$ cat src/rtl/eisc_pkg.sv
package eisc_pkg;

    // ------------------------------------------------------------
    // register map
    // ------------------------------------------------------------
    localparam logic [15:0] EISC_CTRL_ADDR = 16'h0028;
    localparam logic [7:0] EISC_CTRL_RESET = 8'h00;

    // ------------------------------------------------------------
    // control field positions
    // ------------------------------------------------------------
    localparam int EISC_TOP_ENABLE_BIT = 0;
    localparam int EISC_TOP_EDGE_BIT = 1;
    localparam int EISC_POL_A_BIT = 2;
    localparam int EISC_SENSE_A_LO = 3;
    localparam int EISC_POL_B_BIT = 5;
    localparam int EISC_SENSE_B_LO = 6;
    localparam logic [7:0] EISC_GUARDED_MASK = 8'hFC;

    // ------------------------------------------------------------
    // pin counts per line
    // ------------------------------------------------------------
    localparam int EISC_LINE0_PINS = 4;
    localparam int EISC_LINE1_PINS = 3;
    localparam int EISC_LINE2_PINS = 4;
    localparam int EISC_LINE3_PINS = 1;
    localparam int EISC_NUM_LINES = 4;

    // ------------------------------------------------------------
    // sensitivity codes
    // ------------------------------------------------------------
    typedef enum logic [1:0]
    {
        EISC_FALL_LOW = 2'b00,
        EISC_RISE_ONLY = 2'b01,
        EISC_FALL_ONLY = 2'b10,
        EISC_BOTH_EDGES = 2'b11
    } eisc_sense_e;

endpackage

$ cat src/rtl/eisc_cfg_if.sv
`timescale 1ns/1ps
`default_nettype none
// configuration handed from the register block to one sense detector
interface eisc_cfg_if;
    logic [1:0] sense_sel;
    logic invert;
    logic clear_pending;
    logic ack;
    logic request;
    modport ctrl (output sense_sel, output invert, output clear_pending, output ack,
        input request);
    modport line (input sense_sel, input invert, input clear_pending, input ack,
        output request);
endinterface
`default_nettype wire

$ cat src/rtl/eisc_line_sense.sv
`timescale 1ns/1ps
`default_nettype none
module eisc_line_sense #(
    parameter int PINS = 4
) (
    input wire logic clk_sys,
    input wire logic rst_n,
    input wire logic [PINS-1:0] pin_in,
    eisc_cfg_if.line cfg
);

    typedef struct packed {
        logic [PINS-1:0] sync1;
        logic [PINS-1:0] sync2;
        logic [PINS-1:0] prev;
        logic pending;
    } eisc_line_s;

    eisc_line_s st;
    eisc_line_s next_st;
    logic [PINS-1:0] rise;
    logic [PINS-1:0] fall;
    logic edge_hit;
    logic level_hit;

    // -------------------------------------------------------------
    // trigger decode and pending latch
    // -------------------------------------------------------------
    // sync1 feeds only sync2; detection looks at sync2 and prev
    always_comb
    begin
        next_st = st;
        next_st.sync1 = pin_in;
        next_st.sync2 = st.sync1;
        next_st.prev = st.sync2;
        rise = st.sync2 & ~st.prev;
        fall = ~st.sync2 & st.prev;
        level_hit = 1'b0;
        // invert swaps rising and falling; both-edges stays symmetric
        case (eisc_pkg::eisc_sense_e'(cfg.sense_sel))
            eisc_pkg::EISC_FALL_LOW:
            begin
                edge_hit = cfg.invert ? |rise : |fall;
                level_hit = cfg.invert ? |st.sync2 : |(~st.sync2);
            end
            eisc_pkg::EISC_RISE_ONLY: edge_hit = cfg.invert ? |fall : |rise;
            eisc_pkg::EISC_FALL_ONLY: edge_hit = cfg.invert ? |rise : |fall;
            eisc_pkg::EISC_BOTH_EDGES: edge_hit = |rise | |fall;
            default: edge_hit = 1'b0;
        endcase
        // a new edge wins over a service ack or a config clear
        if (edge_hit)
        begin
            next_st.pending = 1'b1;
        end
        else if (cfg.ack || cfg.clear_pending)
        begin
            next_st.pending = 1'b0;
        end
        // level mode keeps asking for as long as the level is there
        cfg.request = st.pending | level_hit;
    end

    always_ff @(posedge clk_sys or negedge rst_n)
    begin
        if (!rst_n)
        begin
            // pins idle high behind pull-ups; a high seed avoids a false edge after reset
            st <= '0;
            st.sync1 <= '1;
            st.sync2 <= '1;
            st.prev <= '1;
        end
        else
        begin
            st <= next_st;
        end
    end

endmodule // eisc_line_sense
`default_nettype wire

$ cat src/rtl/eisc_top.sv
// Behaviour
// - four external lines, configured in pairs (0 with 1, 2 with 3) by shared sense fields
// - writing a changed sense or polarity value clears all pending line requests
// - bits 7:6 select sense for line 2 (port B 3..0) and line 3
// - bits 4:3 select sense for line 0 (port A) and line 1 (port F)
// - lines 1,3: 0 fall+low, 1 rise, 2 fall, 3 both edges
// - lines 0,2 inverted: rise+high, fall, rise, both; only they get rise+high
// - bit 5 inverts port B 3..0 sense, bit 2 inverts port A sense
// - bit 1 picks top interrupt edge, changed only while top enable is clear
// - bit 0 enables the top-level interrupt pin, freely written
// - with the top enable clear, an edge raises no new top-level request; one already pending is kept, and an edge in its ack cycle keeps it set
// - control register at 0028h, read/write, resets to zero
//
// Added by the designer: the APB interface to the registers.
`timescale 1ns/1ps
`default_nettype none
module eisc_top (
    input wire logic clk_sys,
    input wire logic rst_n,
    // apb slave
    input wire logic psel,
    input wire logic penable,
    input wire logic pwrite,
    input wire logic [15:0] paddr,
    input wire logic [31:0] pwdata,
    output logic [31:0] prdata,
    output logic pready,
    output logic pslverr,
    // cpu side
    input wire logic cpu_prio_bit_hi,
    input wire logic cpu_prio_bit_lo,
    input wire logic [4:0] irq_ack,
    // pins
    input wire logic [3:0] port_a_pins,
    input wire logic [2:0] port_f_pins,
    input wire logic [4:0] port_b_pins,
    input wire logic top_irq_pin,
    // requests: bit 4 top level, bits 3..0 lines 3..0
    output logic top_level_interrupt,
    output logic ext_irq_line0,
    output logic ext_irq_line1,
    output logic ext_irq_line2,
    output logic ext_irq_line3
);

    typedef struct packed {
        logic [7:0] ext_irq_control;
        logic [31:0] prdata;
        logic pready;
        logic pslverr;
        logic clear_pending;
        logic [1:0] top_sync;
        logic top_prev;
        logic top_pending;
        logic [4:0] irq_out;
    } eisc_top_s;

    eisc_top_s st;
    eisc_top_s next_st;
    logic [3:0] line_req;
    logic [7:0] wr_byte;
    logic at_level3;
    logic setup;
    logic top_edge;

    eisc_cfg_if cfg0();
    eisc_cfg_if cfg1();
    eisc_cfg_if cfg2();
    eisc_cfg_if cfg3();

    // -------------------------------------------------------------
    // field routing to the four lines
    // -------------------------------------------------------------
    // only lines 0 and 2 have polarity inputs wired
    assign cfg0.sense_sel = st.ext_irq_control[eisc_pkg::EISC_SENSE_A_LO +: 2];
    assign cfg1.sense_sel = st.ext_irq_control[eisc_pkg::EISC_SENSE_A_LO +: 2];
    assign cfg2.sense_sel = st.ext_irq_control[eisc_pkg::EISC_SENSE_B_LO +: 2];
    assign cfg3.sense_sel = st.ext_irq_control[eisc_pkg::EISC_SENSE_B_LO +: 2];
    assign cfg0.invert = st.ext_irq_control[eisc_pkg::EISC_POL_A_BIT];
    assign cfg1.invert = 1'b0;
    assign cfg2.invert = st.ext_irq_control[eisc_pkg::EISC_POL_B_BIT];
    assign cfg3.invert = 1'b0;
    assign cfg0.clear_pending = st.clear_pending;
    assign cfg1.clear_pending = st.clear_pending;
    assign cfg2.clear_pending = st.clear_pending;
    assign cfg3.clear_pending = st.clear_pending;
    assign cfg0.ack = irq_ack[0];
    assign cfg1.ack = irq_ack[1];
    assign cfg2.ack = irq_ack[2];
    assign cfg3.ack = irq_ack[3];
    assign line_req = {cfg3.request, cfg2.request, cfg1.request, cfg0.request};

    // -------------------------------------------------------------
    // per-line detectors
    // -------------------------------------------------------------
    eisc_line_sense #(.PINS(eisc_pkg::EISC_LINE0_PINS)) u_line0 (
        .clk_sys(clk_sys),
        .rst_n(rst_n),
        .pin_in(port_a_pins),
        .cfg(cfg0.line)
    );
    eisc_line_sense #(.PINS(eisc_pkg::EISC_LINE1_PINS)) u_line1 (
        .clk_sys(clk_sys),
        .rst_n(rst_n),
        .pin_in(port_f_pins),
        .cfg(cfg1.line)
    );
    eisc_line_sense #(.PINS(eisc_pkg::EISC_LINE2_PINS)) u_line2 (
        .clk_sys(clk_sys),
        .rst_n(rst_n),
        .pin_in(port_b_pins[3:0]),
        .cfg(cfg2.line)
    );
    eisc_line_sense #(.PINS(eisc_pkg::EISC_LINE3_PINS)) u_line3 (
        .clk_sys(clk_sys),
        .rst_n(rst_n),
        .pin_in(port_b_pins[4]),
        .cfg(cfg3.line)
    );

    // -------------------------------------------------------------
    // apb access, register write rules, top-level edge
    // -------------------------------------------------------------
    always_comb
    begin
        next_st = st;
        setup = psel && !penable;
        at_level3 = cpu_prio_bit_hi && cpu_prio_bit_lo;
        wr_byte = st.ext_irq_control;
        next_st.clear_pending = 1'b0;
        next_st.pready = 1'b0;
        // no wait state: answer registered in the setup cycle, seen in access
        if (setup)
        begin
            next_st.pready = 1'b1;
            next_st.pslverr = (paddr != eisc_pkg::EISC_CTRL_ADDR);
            next_st.prdata = '0;
            if (paddr == eisc_pkg::EISC_CTRL_ADDR && !pwrite)
            begin
                next_st.prdata = {24'h000000, st.ext_irq_control};
            end
        end
        if (psel && penable && st.pready && pwrite && !st.pslverr)
        begin
            // guarded fields hold unless the cpu is masked at level 3
            if (at_level3)
            begin
                wr_byte[7:2] = pwdata[7:2];
            end
            // edge select frozen while the top interrupt is enabled
            if (!st.ext_irq_control[eisc_pkg::EISC_TOP_ENABLE_BIT])
            begin
                wr_byte[eisc_pkg::EISC_TOP_EDGE_BIT] = pwdata[eisc_pkg::EISC_TOP_EDGE_BIT];
            end
            wr_byte[eisc_pkg::EISC_TOP_ENABLE_BIT] = pwdata[eisc_pkg::EISC_TOP_ENABLE_BIT];
            next_st.ext_irq_control = wr_byte;
            next_st.clear_pending = |((wr_byte ^ st.ext_irq_control)
                & eisc_pkg::EISC_GUARDED_MASK);
        end
        // top pin: synchronise, then edge by selected polarity
        next_st.top_sync = {st.top_sync[0], top_irq_pin};
        next_st.top_prev = st.top_sync[1];
        top_edge = st.ext_irq_control[eisc_pkg::EISC_TOP_EDGE_BIT]
            ? (st.top_sync[1] && !st.top_prev) : (!st.top_sync[1] && st.top_prev);
        // detector runs even when disabled; with enable clear an edge raises no request, but keeps a pending one set against irq_ack[4]
        if (top_edge && (st.ext_irq_control[eisc_pkg::EISC_TOP_ENABLE_BIT]
            || st.top_pending))
        begin
            next_st.top_pending = 1'b1;
        end
        else if (irq_ack[4])
        begin
            next_st.top_pending = 1'b0;
        end
        next_st.irq_out = {next_st.top_pending, line_req};
    end

    always_ff @(posedge clk_sys or negedge rst_n)
    begin
        if (!rst_n)
        begin
            st <= '0;
            st.ext_irq_control <= eisc_pkg::EISC_CTRL_RESET;
            // top pin idles high too, so its chain starts high
            st.top_sync <= 2'b11;
            st.top_prev <= 1'b1;
        end
        else
        begin
            st <= next_st;
        end
    end

    // -------------------------------------------------------------
    // outputs straight from flops
    // -------------------------------------------------------------
    assign prdata = st.prdata;
    assign pready = st.pready;
    assign pslverr = st.pslverr;
    assign top_level_interrupt = st.irq_out[4];
    assign ext_irq_line0 = st.irq_out[0];
    assign ext_irq_line1 = st.irq_out[1];
    assign ext_irq_line2 = st.irq_out[2];
    assign ext_irq_line3 = st.irq_out[3];

endmodule // eisc_top
`default_nettype wire

$ cat config.mk
export PLATFORM = sky130hd
export DESIGN_NAME = eisc_top
export DESIGN_NICKNAME = d
export VERILOG_FILES = /design/src/rtl/eisc_pkg.sv /design/src/rtl/eisc_cfg_if.sv /design/src/rtl/eisc_line_sense.sv /design/src/rtl/eisc_top.sv
export SDC_FILE = /design/constraint.sdc
export NUM_CORES = 1
export LEC_CHECK = 0
export ABC_AREA = 1
export BUFFER_PORTS_ARGS = -buffer_cell sky130_fd_sc_hd__clkbuf_2
export CAP_MARGIN = 5
export CORE_AREA = 4 4 83 85
export CTS_CLUSTER_DIAMETER = 120
export DETAILED_ROUTE_END_ITERATION = 16
export DIE_AREA = 0 0 87 89
export PLACE_DENSITY = 0.83
export SETUP_SLACK_MARGIN = 0.4
export SYNTH_ARGS = -nofsm -noshare
export SYNTH_HDL_FRONTEND = slang
export SYNTH_HIERARCHICAL = 1
export SYNTH_SLANG_ARGS = --single-unit
$ cat constraint.sdc
create_clock -name clk_sys -period 2.2 [get_ports clk_sys]
set_input_delay 0.44 -clock clk_sys [delete_from_list [all_inputs] [get_ports clk_sys]]
set_output_delay 0.44 -clock clk_sys [all_outputs]
set_load 0.03 [all_outputs]
After elaboration in Yosys (flattened, before gate mapping)
Index checks and enable logic that the tools add are counted.
Word-level totals
  output and inout bits: 39
  input bits: 73
  bits in registers: 68
  word-level logic and storage cells: 130
Cells by class
  muxes and demuxes: 32
  equality and inequality tests: 8
  bitwise logic cells: 25
  reductions and logical operators: 40
Operator list (number)
  $reduce_or 4->1: 8
  $mux 1: 24
  $and 4x4->4: 4
  $eq 16x6->1 const B: 1
  $ne 16x6->1 const B: 1
  $not 4->4: 4
  $mux 6: 2
  $pmux 1 s3: 4
  $logic_and 1x1->1: 10
  $reduce_or 3->1: 3
  $eq 2x2->1 const B: 4
  $mux 8: 1
  $or 1x1->1: 8
  $reduce_bool 2->1: 4
  $xor 8x8->8: 1
  $and 3x3->3: 2
  $not 3->3: 2
  $reduce_or 6->1: 1
  $logic_not 1->1: 5
  $logic_or 1x1->1: 5
  $eq 2x1->1 const B: 2
  $logic_not 2->1: 2
  $reduce_or 2->1: 2
  $and 1x1->1: 2
  other kinds (2): 3

Longest topological paths before layout
Gate-level depths: netlist of run 1.
  depth in word-level cells: 8
  gate-level depth with buffers: 9
  mapped depth without buffers: 8

By module
The synthesis of run 1 kept the hierarchy.
Modules (own cells, without submodules)
  eisc_top: sequential area each 679.4 um^2, instances 1, cells an instance 178, area each 1541.5 um^2
  eisc_line_sense (u_line0 ...): sequential area each 340.3 um^2, instances 2, cells an instance 50, area each 506.7 um^2
  eisc_line_sense (u_line1): sequential area each 261.5 um^2, instances 1, cells an instance 45, area each 411.6 um^2
  eisc_line_sense (u_line3): sequential area each 103.8 um^2, instances 1, cells an instance 32, area each 236.5 um^2

Worst setup path after synthesis of run 1
No wires, ideal clock.
  path kind: input -> register
  start point: in paddr[1]
  end point: reg st, in the netlist pslverr
  data required time: 2081 ps
  buffers on the path: 0
  stages: 4
  path slack: 964 ps
  data arrival time: 1118 ps
  setup time: 119 ps
  cells stage by stage: or2_1 > nor3_4 > nand3_4 > o21a_1
On the way
  word-level cells in the longest chain between the ends: 1
Ends and longest elaborated chain
  start, declared: line eisc_top.sv:24  | input wire logic [15:0] paddr,
  $ne 16x6->1: line eisc_top.sv:136  | next_st.pslverr = (paddr != eisc_pkg::EISC_CTRL_ADDR);
  end signal, assigned: line eisc_top.sv:190  | st <= next_st;
  end, declared: line eisc_top.sv:58  | eisc_top_s st;
No other way between the ends.
A chain may end at the register's enable or synchronous reset.

Final worst setup path of run 1
  start point: reg st, in the netlist pslverr
  end point: out pslverr
RTL lines
  end, declared: line eisc_top.sv:28  | output logic pslverr,
No word-level cell between the ends.

==> results.json, run 1 <==
{
  "synthMostInstantiatedCell": "nand2_1",
  "cts_setup_buffers": 0,
  "rr_endpoint": "cfg0.sense_sel[1]",
  "insertion_delay_ns": 0.32,
  "combPwrFrac_pct": 11.5,
  "final_area_sq_mm": 0.00369,
  "crit_type": "reg -> out",
  "synthXorXnorAreaFrac_pct": 0,
  "rsz0062_at_grt": "no",
  "fin_nets": 503,
  "synthTopCellsByCount": "nand2_1, inv_1, dfstp_2",
  "ctsResizeCount": 0,
  "synth-edff-count": 0,
  "coreArea_sq_mm": 0.00620,
  "p_clk_share_pct": 37.5,
  "path_clk_slew_ns": 0.07,
  "synth_seq_cells": 67,
  "slew_headroom_pct": 61.2,
  "synth_top_area_share_pct": 32.0,
  "path_max_fanout": 3,
  "grt_overflow": 0,
  "seq_power_share_pct": 51.0,
  "switchingPower_w": 0.000681,
  "start_util_pct": 51.6,
  "swShare_pct": 25.3,
  "port_buffers": 63,
  "drc": 0,
  "crit_required_ns": 1.76,
  "yosys_most_used_dff": "dfstp_2",
  "fin_skew_ns": 0.00431,
  "fp.dieArea_sq_mm": 0.00774,
  "grt_max_degree": 27,
  "die_h_um": 89,
  "async_flop_share_pct": 100,
  "synthAdderAreaFrac_pct": 0.781,
  "setup.worst_path.start": "pslverr",
  "p_int_w": 0.00201,
  "hpwl_um": 4360,
  "grt_pass1_vias": 2233,
  "rrSetupSlack_ns": 0.90,
  "viasPerCell": 4.51,
  "cp.depth": 1,
  "crit_slowest_cell": "dfrtp_1",
  "status": "complete, no violations",
  "post_route_cells_drive_above_1_share_pct": 33.0,
  "fp-row-count": 29,
  "critPathLaunchType": "flip-flop",
  "power.density_mw_per_mm2": 729,
  "antenna_found_initial": 0,
  "gp_congestion": 0.817,
  "power.leakage_nw": 2.01,
  "grt_pass1_wl_um": 9150,
  "routed_wl_um": 5460,
  "hold_viol": 0,
  "first_pass_iters": 4,
  "clockRootBuffer": "clkbuf_8",
  "hold_path_class": "in -> async",
  "synthMuxAreaShare_pct": 0,
  "placed_area_sq_mm": 0.00348,
  "synth_top_family_by_area": "simple AND/OR/NAND/NOR gates",
  "clock_sinks": 67,
  "cp_cell_sequence": "clkbuf_2",
  "track_usage_pct": 15.3,
  "crit_family": "flip-flops",
  "n_antenna_cell": 0,
  "numCtsBuffers": 9,
  "setup.worst_path.end": "pslverr",
  "die_w_um": 87,
  "drv_slew": 0,
  "setup_violations": 0,
  "cts_hold_buf": 0,
  "synth_compound_area_share_pct": 7.70,
  "fin_crit_ns": 1.41,
  "max_stage_delay_ns": 0.41,
  "yosys.area_share.simple_pct": 22.1,
  "synth_cell_type_count": 28,
  "area_growth_pct": 15.1,
  "syn_area_sq_mm": 0.00320,
  "ir_drop_mv": 0.493,
  "timing.final.crit_share_pct": 64.2,
  "num_vias": 2302,
  "setup_tns_ns": 0,
  "path_buf_inv": 1,
  "synthCells": 355,
  "worst_pin_slew_ns": 0.580,
  "crit_arrival_ns": 0.97,
  "antenna_left": 0,
  "cts.path.max_buffers": 2,
  "h-tree-depth": 3,
  "r2r_start": "pslverr",
  "avgSynthCellArea_sq_um": 9.02,
  "synth_area_leaders": "dfstp_2, dfrtp_1, nand2_1, buf_4, inv_1",
  "wl_per_cell_um": 10.7,
  "reg2reg_depth": 3,
  "ios": 112,
  "clock.fmax_mhz": 708,
  "cts_tree": "done",
  "critPathCaptureType": "primary output",
  "ys_seq_area_share_pct": 53.9,
  "ys.warnings.count": 6,
  "yosys.area.top_type": "dfstp_2",
  "drtIter0Drc": 111,
  "cap_violations": 0
}
==> cells in the final DEF (no fill, tap or decap), drive strengths merged <==
cell type  instances
buf                3
ha                 2
nor2              20
nand4              8
o21bai             2
inv               62
bufinv             1
or3                2
clkbuf            73
nand3             28
clkinv             4
a21oi              1
nand2             90
o21ai             26
conb              32
or2                1
o211ai             4
dfrtp             28
nor3               3
dfstp             39
o21a               3
o22ai              1
==> per-layer routing <==
layer | vias up | wire [um] | GRT usage [%]
met5 | - | 0 | 0
met4 | 0 | 124 | 8.22
met3 | 12 | 391 | 4.79
met2 | 61 | 2780 | 27.2
met1 | 1041 | 2160 | 16.4
li1 | 1188 | - | -
==> stage by stage <==
stage	instances	power, W	hold slack [ns]	worst slack, ns	util, %
after floorplan	386	0.00162	0.144	0.964	-
after global placement	494	0.00168	0.346	0.617	56.1
after detailed placement	494	0.00170	0.347	0.590	56.1
after CTS	510	0.00272	0.0908	0.765	59.4
after global routing	510	0.00284	0.112	0.709	59.4
final	510	0.00269	0.0916	0.788	59.4
==> power groups by stage <==
| stage | registers, W | logic, W | clock network [W] |
|---|---|---|---|
| 6_report | 0.00137 | 0.000309 | 0.00101 |
| 5_1_grt | 0.00138 | 0.000352 | 0.00111 |
| 4_1_cts | 0.00137 | 0.000311 | 0.00104 |
| 3_5_place_dp | 0.00139 | 0.000310 | 0 |
| 3_3_place_gp | 0.00138 | 0.000299 | 0 |
| 2_1_floorplan | 0.00140 | 0.000221 | 0 |
==> cells by family after synthesis <==
group                    after synthesis
AND/OR/NAND/NOR                      152
buffers and inverters                 96
flip-flops                            67
AO/OA/AOI/OAI                         37
adder cells (fa/ha/maj)                2
other                                  1
==> worst min-delay path by stage <==
stage	from	endpoint	slack, ns	cells past startpoint
detailed placement	u_line1/next_st[6]	u_line1/next_st[3]	0.35	0
finish	rst_n	ext_irq_line2	0.09	1
floorplan	rst_n	asynchronous set/reset pin	0.14	0
CTS	rst_n	u_line2/st[0]	0.09	1
global route	rst_n	u_line2/st[0]	0.11	1
global placement	u_line0/next_st[5]	u_line0/next_st[1]	0.35	0
==> cell type report <==
cell class / instances / area, sq um
Clock buffer: 11 / 153
Clock inverter: 5 / 50.0
Fill cell: 548 / 2520
Inverter: 62 / 233
Multi-Input combinational cell: 223 / 1100
Sequential cell: 67 / 1730
Tap cell: 77 / 96.3
Timing Repair Buffer: 65 / 330
==> registers in the layout (all words and copies together), names as in the netlist, 4 cells and up, named ones only <==
name / cells
u_line0/next_st: 8
u_line2/st: 5
u_line1/st: 4
u_line2/next_st: 8
prdata: 8
u_line0/st: 5
u_line1/next_st: 6
No activity file was read; power rests on OpenSTA's default activity.
==> inputs of run 2 (changes only) <==
--- a/config.mk
+++ b/config.mk
@@ -8,11 +8,11 @@
 export ABC_AREA = 1
 export BUFFER_PORTS_ARGS = -buffer_cell sky130_fd_sc_hd__clkbuf_2
 export CAP_MARGIN = 5
-export CORE_AREA = 4 4 83 85
+export CORE_AREA = 4 4 86 88
 export CTS_CLUSTER_DIAMETER = 120
 export DETAILED_ROUTE_END_ITERATION = 16
-export DIE_AREA = 0 0 87 89
-export PLACE_DENSITY = 0.83
+export DIE_AREA = 0 0 90 92
+export PLACE_DENSITY = 0.78
 export SETUP_SLACK_MARGIN = 0.4
 export SYNTH_ARGS = -nofsm -noshare
 export SYNTH_HDL_FRONTEND = slang
==> constraint.sdc (replaced) <==
create_clock -name clk_sys -period 1.3 [get_ports clk_sys]
set_input_delay 0.26 -clock clk_sys [delete_from_list [all_inputs] [get_ports clk_sys]]
set_output_delay 0.26 -clock clk_sys [all_outputs]
set_load 0.03 [all_outputs]
==> run 2 against run 1 <==
Net effect:
- first-iteration DRC count up 15%
- critical endpoint is now cfg0.sense_sel[1]
- sequential share of layout area down 8.8 points
- worst setup slack worse by 0.74 ns
- total power up 88%
- hold slack better by 0.029 ns
- final cell count up 11%
- global-route usage up 1.2 points
- largest cell class unchanged
- register-to-register slack worse by 0.85 ns
- flip-flop and latch count unchanged
==> results.json, run 2 (synthesis results as in run 1) <==
{
  "power.leakage_nw": 2.35,
  "setup_violations": 0,
  "antenna_found_initial": 0,
  "fp.dieArea_sq_mm": 0.00828,
  "area_growth_pct": 42.7,
  "layout_commonest_cell": "nand2_1",
  "rsz0062_at_grt": "yes",
  "ios": 112,
  "crit_arrival_ns": 1.50,
  "place_ws_ns": 0.0936,
  "clock.fmax_mhz": 802,
  "drc": 0,
  "setup_tns_ns": 0,
  "hpwl_um": 4240,
  "critPathLaunchType": "flip-flop",
  "port_buffers": 63,
  "clockRootBuffer": "clkbuf_8",
  "first_pass_iters": 4,
  "clock_sinks": 67,
  "num_vias": 2633,
  "wl_per_cell_um": 12.6,
  "cts.path.max_buffers": 2,
  "hold_path_class": "in -> reg",
  "routed_wl_um": 7110,
  "grt_max_degree": 68,
  "cap_violations": 0,
  "n_antenna_cell": 0,
  "die_w_um": 90,
  "drv_slew": 0,
  "crit_type": "reg -> reg",
  "start_util_pct": 48.2,
  "fin_nets": 556,
  "post_route_cells_drive_above_1_share_pct": 47.1,
  "crit_required_ns": 1.55,
  "insertion_delay_ns": 0.34,
  "grt_pass1_wl_um": 11000,
  "drtIter0Drc": 128,
  "cts_tree": "done",
  "track_usage_pct": 16.5,
  "total_power_w": 0.00504,
  "timing.final.crit_share_pct": 95.9,
  "fin_crit_ns": 1.25,
  "hold_viol": 0,
  "antenna_left": 0,
  "worst_slack_ns": 0.0528,
  "numCtsBuffers": 9,
  "die_h_um": 92,
  "fin_skew_ns": 0.00792,
  "grt_pass1_vias": 2535,
  "status": "complete, no violations",
  "path_clk_slew_ns": 0.07,
  "power.density_mw_per_mm2": 1100,
  "grt_overflow": 0,
  "coreArea_sq_mm": 0.00664,
  "ir_drop_mv": 0.720,
  "path_max_fanout": 5,
  "critPathCaptureType": "flip-flop",
  "fp-row-count": 30,
  "most-common-layout-cells": "nand2_1, clkbuf_2, inv_1",
  "viasPerCell": 4.65,
  "gp_congestion": 0.805,
  "h-tree-depth": 3
}
-- run 2: cell types whose count changed in the layout (fill, tap and decap cells not counted), sizes merged --
cell,change
buf,+53
clkinv,-4
clkinvlp,+1
clkbuf,-11
dlygate4sd3,+14
-- run 2: power by group --
group | internal, W | switching (W)
Clock | 0.00117 | 0.000767
Sequential | 0.00224 | 0.0000835
Combinational | 0.000335 | 0.000440
Total | 0.00375 | 0.00129
-- run 2: area by class of cell --
cell class / count / area [sq um]
fill: 499 / 2070
sequential: 67 / 1740
multi-input combinational: 223 / 1200
timing repair buffer: 118 / 1070
inverter: 62 / 235
clock buffer: 14 / 195
tap: 80 / 100
clock inverter: 2 / 37.5
-- run 2: worst max-delay path, stage by stage (launching register included) --
cell and delay, ns:
dfrtp_2 0.44, nor3_4 0.25, buf_6 0.14, buf_12 0.10, o211ai_1 0.11, o21ai_1 0.13
-- run 2: metrics by stage --
stage | hold slack (ns) | utilization (%) | area, sq um | cells
floorplan | -0.0356 | - | 3320 | 386
global placement | 0.296 | 53.4 | 3540 | 501
detailed placement | 0.300 | 53.4 | 3540 | 501
CTS | 0.109 | 65.7 | 4370 | 557
global route | 0.142 | 68.8 | 4570 | 566
finish | 0.121 | 68.8 | 4570 | 566
-- run 2: metal layers --
| metal | vias to the layer above | share of wire (%) | GRT usage (%) |
|---|---|---|---|
| met1 | 1256 | 38 | 18.1 |
| met2 | 69 | 55 | 29.6 |
| li1 | 1295 | - | - |
| met3 | 13 | 5.4 | 4.76 |
| met5 | - | 0 | 0 |
| met4 | 0 | 1.6 | 7.65 |
-- run 2: timing repair --
item                                    CTS  global route
hold buffers                             14             0
buffers inserted                         24             9
endpoints found under the setup margin   32            42
endpoints found under the hold margin    41             0
gates resized for setup                  69            42
pin swaps                                20            13
gates cloned                              2             0
-- run 2: worst paths after layout --
check	from	endpoint	slack (ns)	cells after the start
max	pslverr	cfg0.sense_sel[1]	0.05	5
min	irq_ack[4]	top_level_interrupt	0.12	2
max reg2reg	pslverr	cfg0.sense_sel[1]	0.05	5
min reg2reg	next_st[8]	next_st[6]	0.35	0
max in group asynchronous	rst_n	u_line0/next_st[4]	0.52	3
min in group asynchronous	rst_n	ext_irq_line2	0.46	3
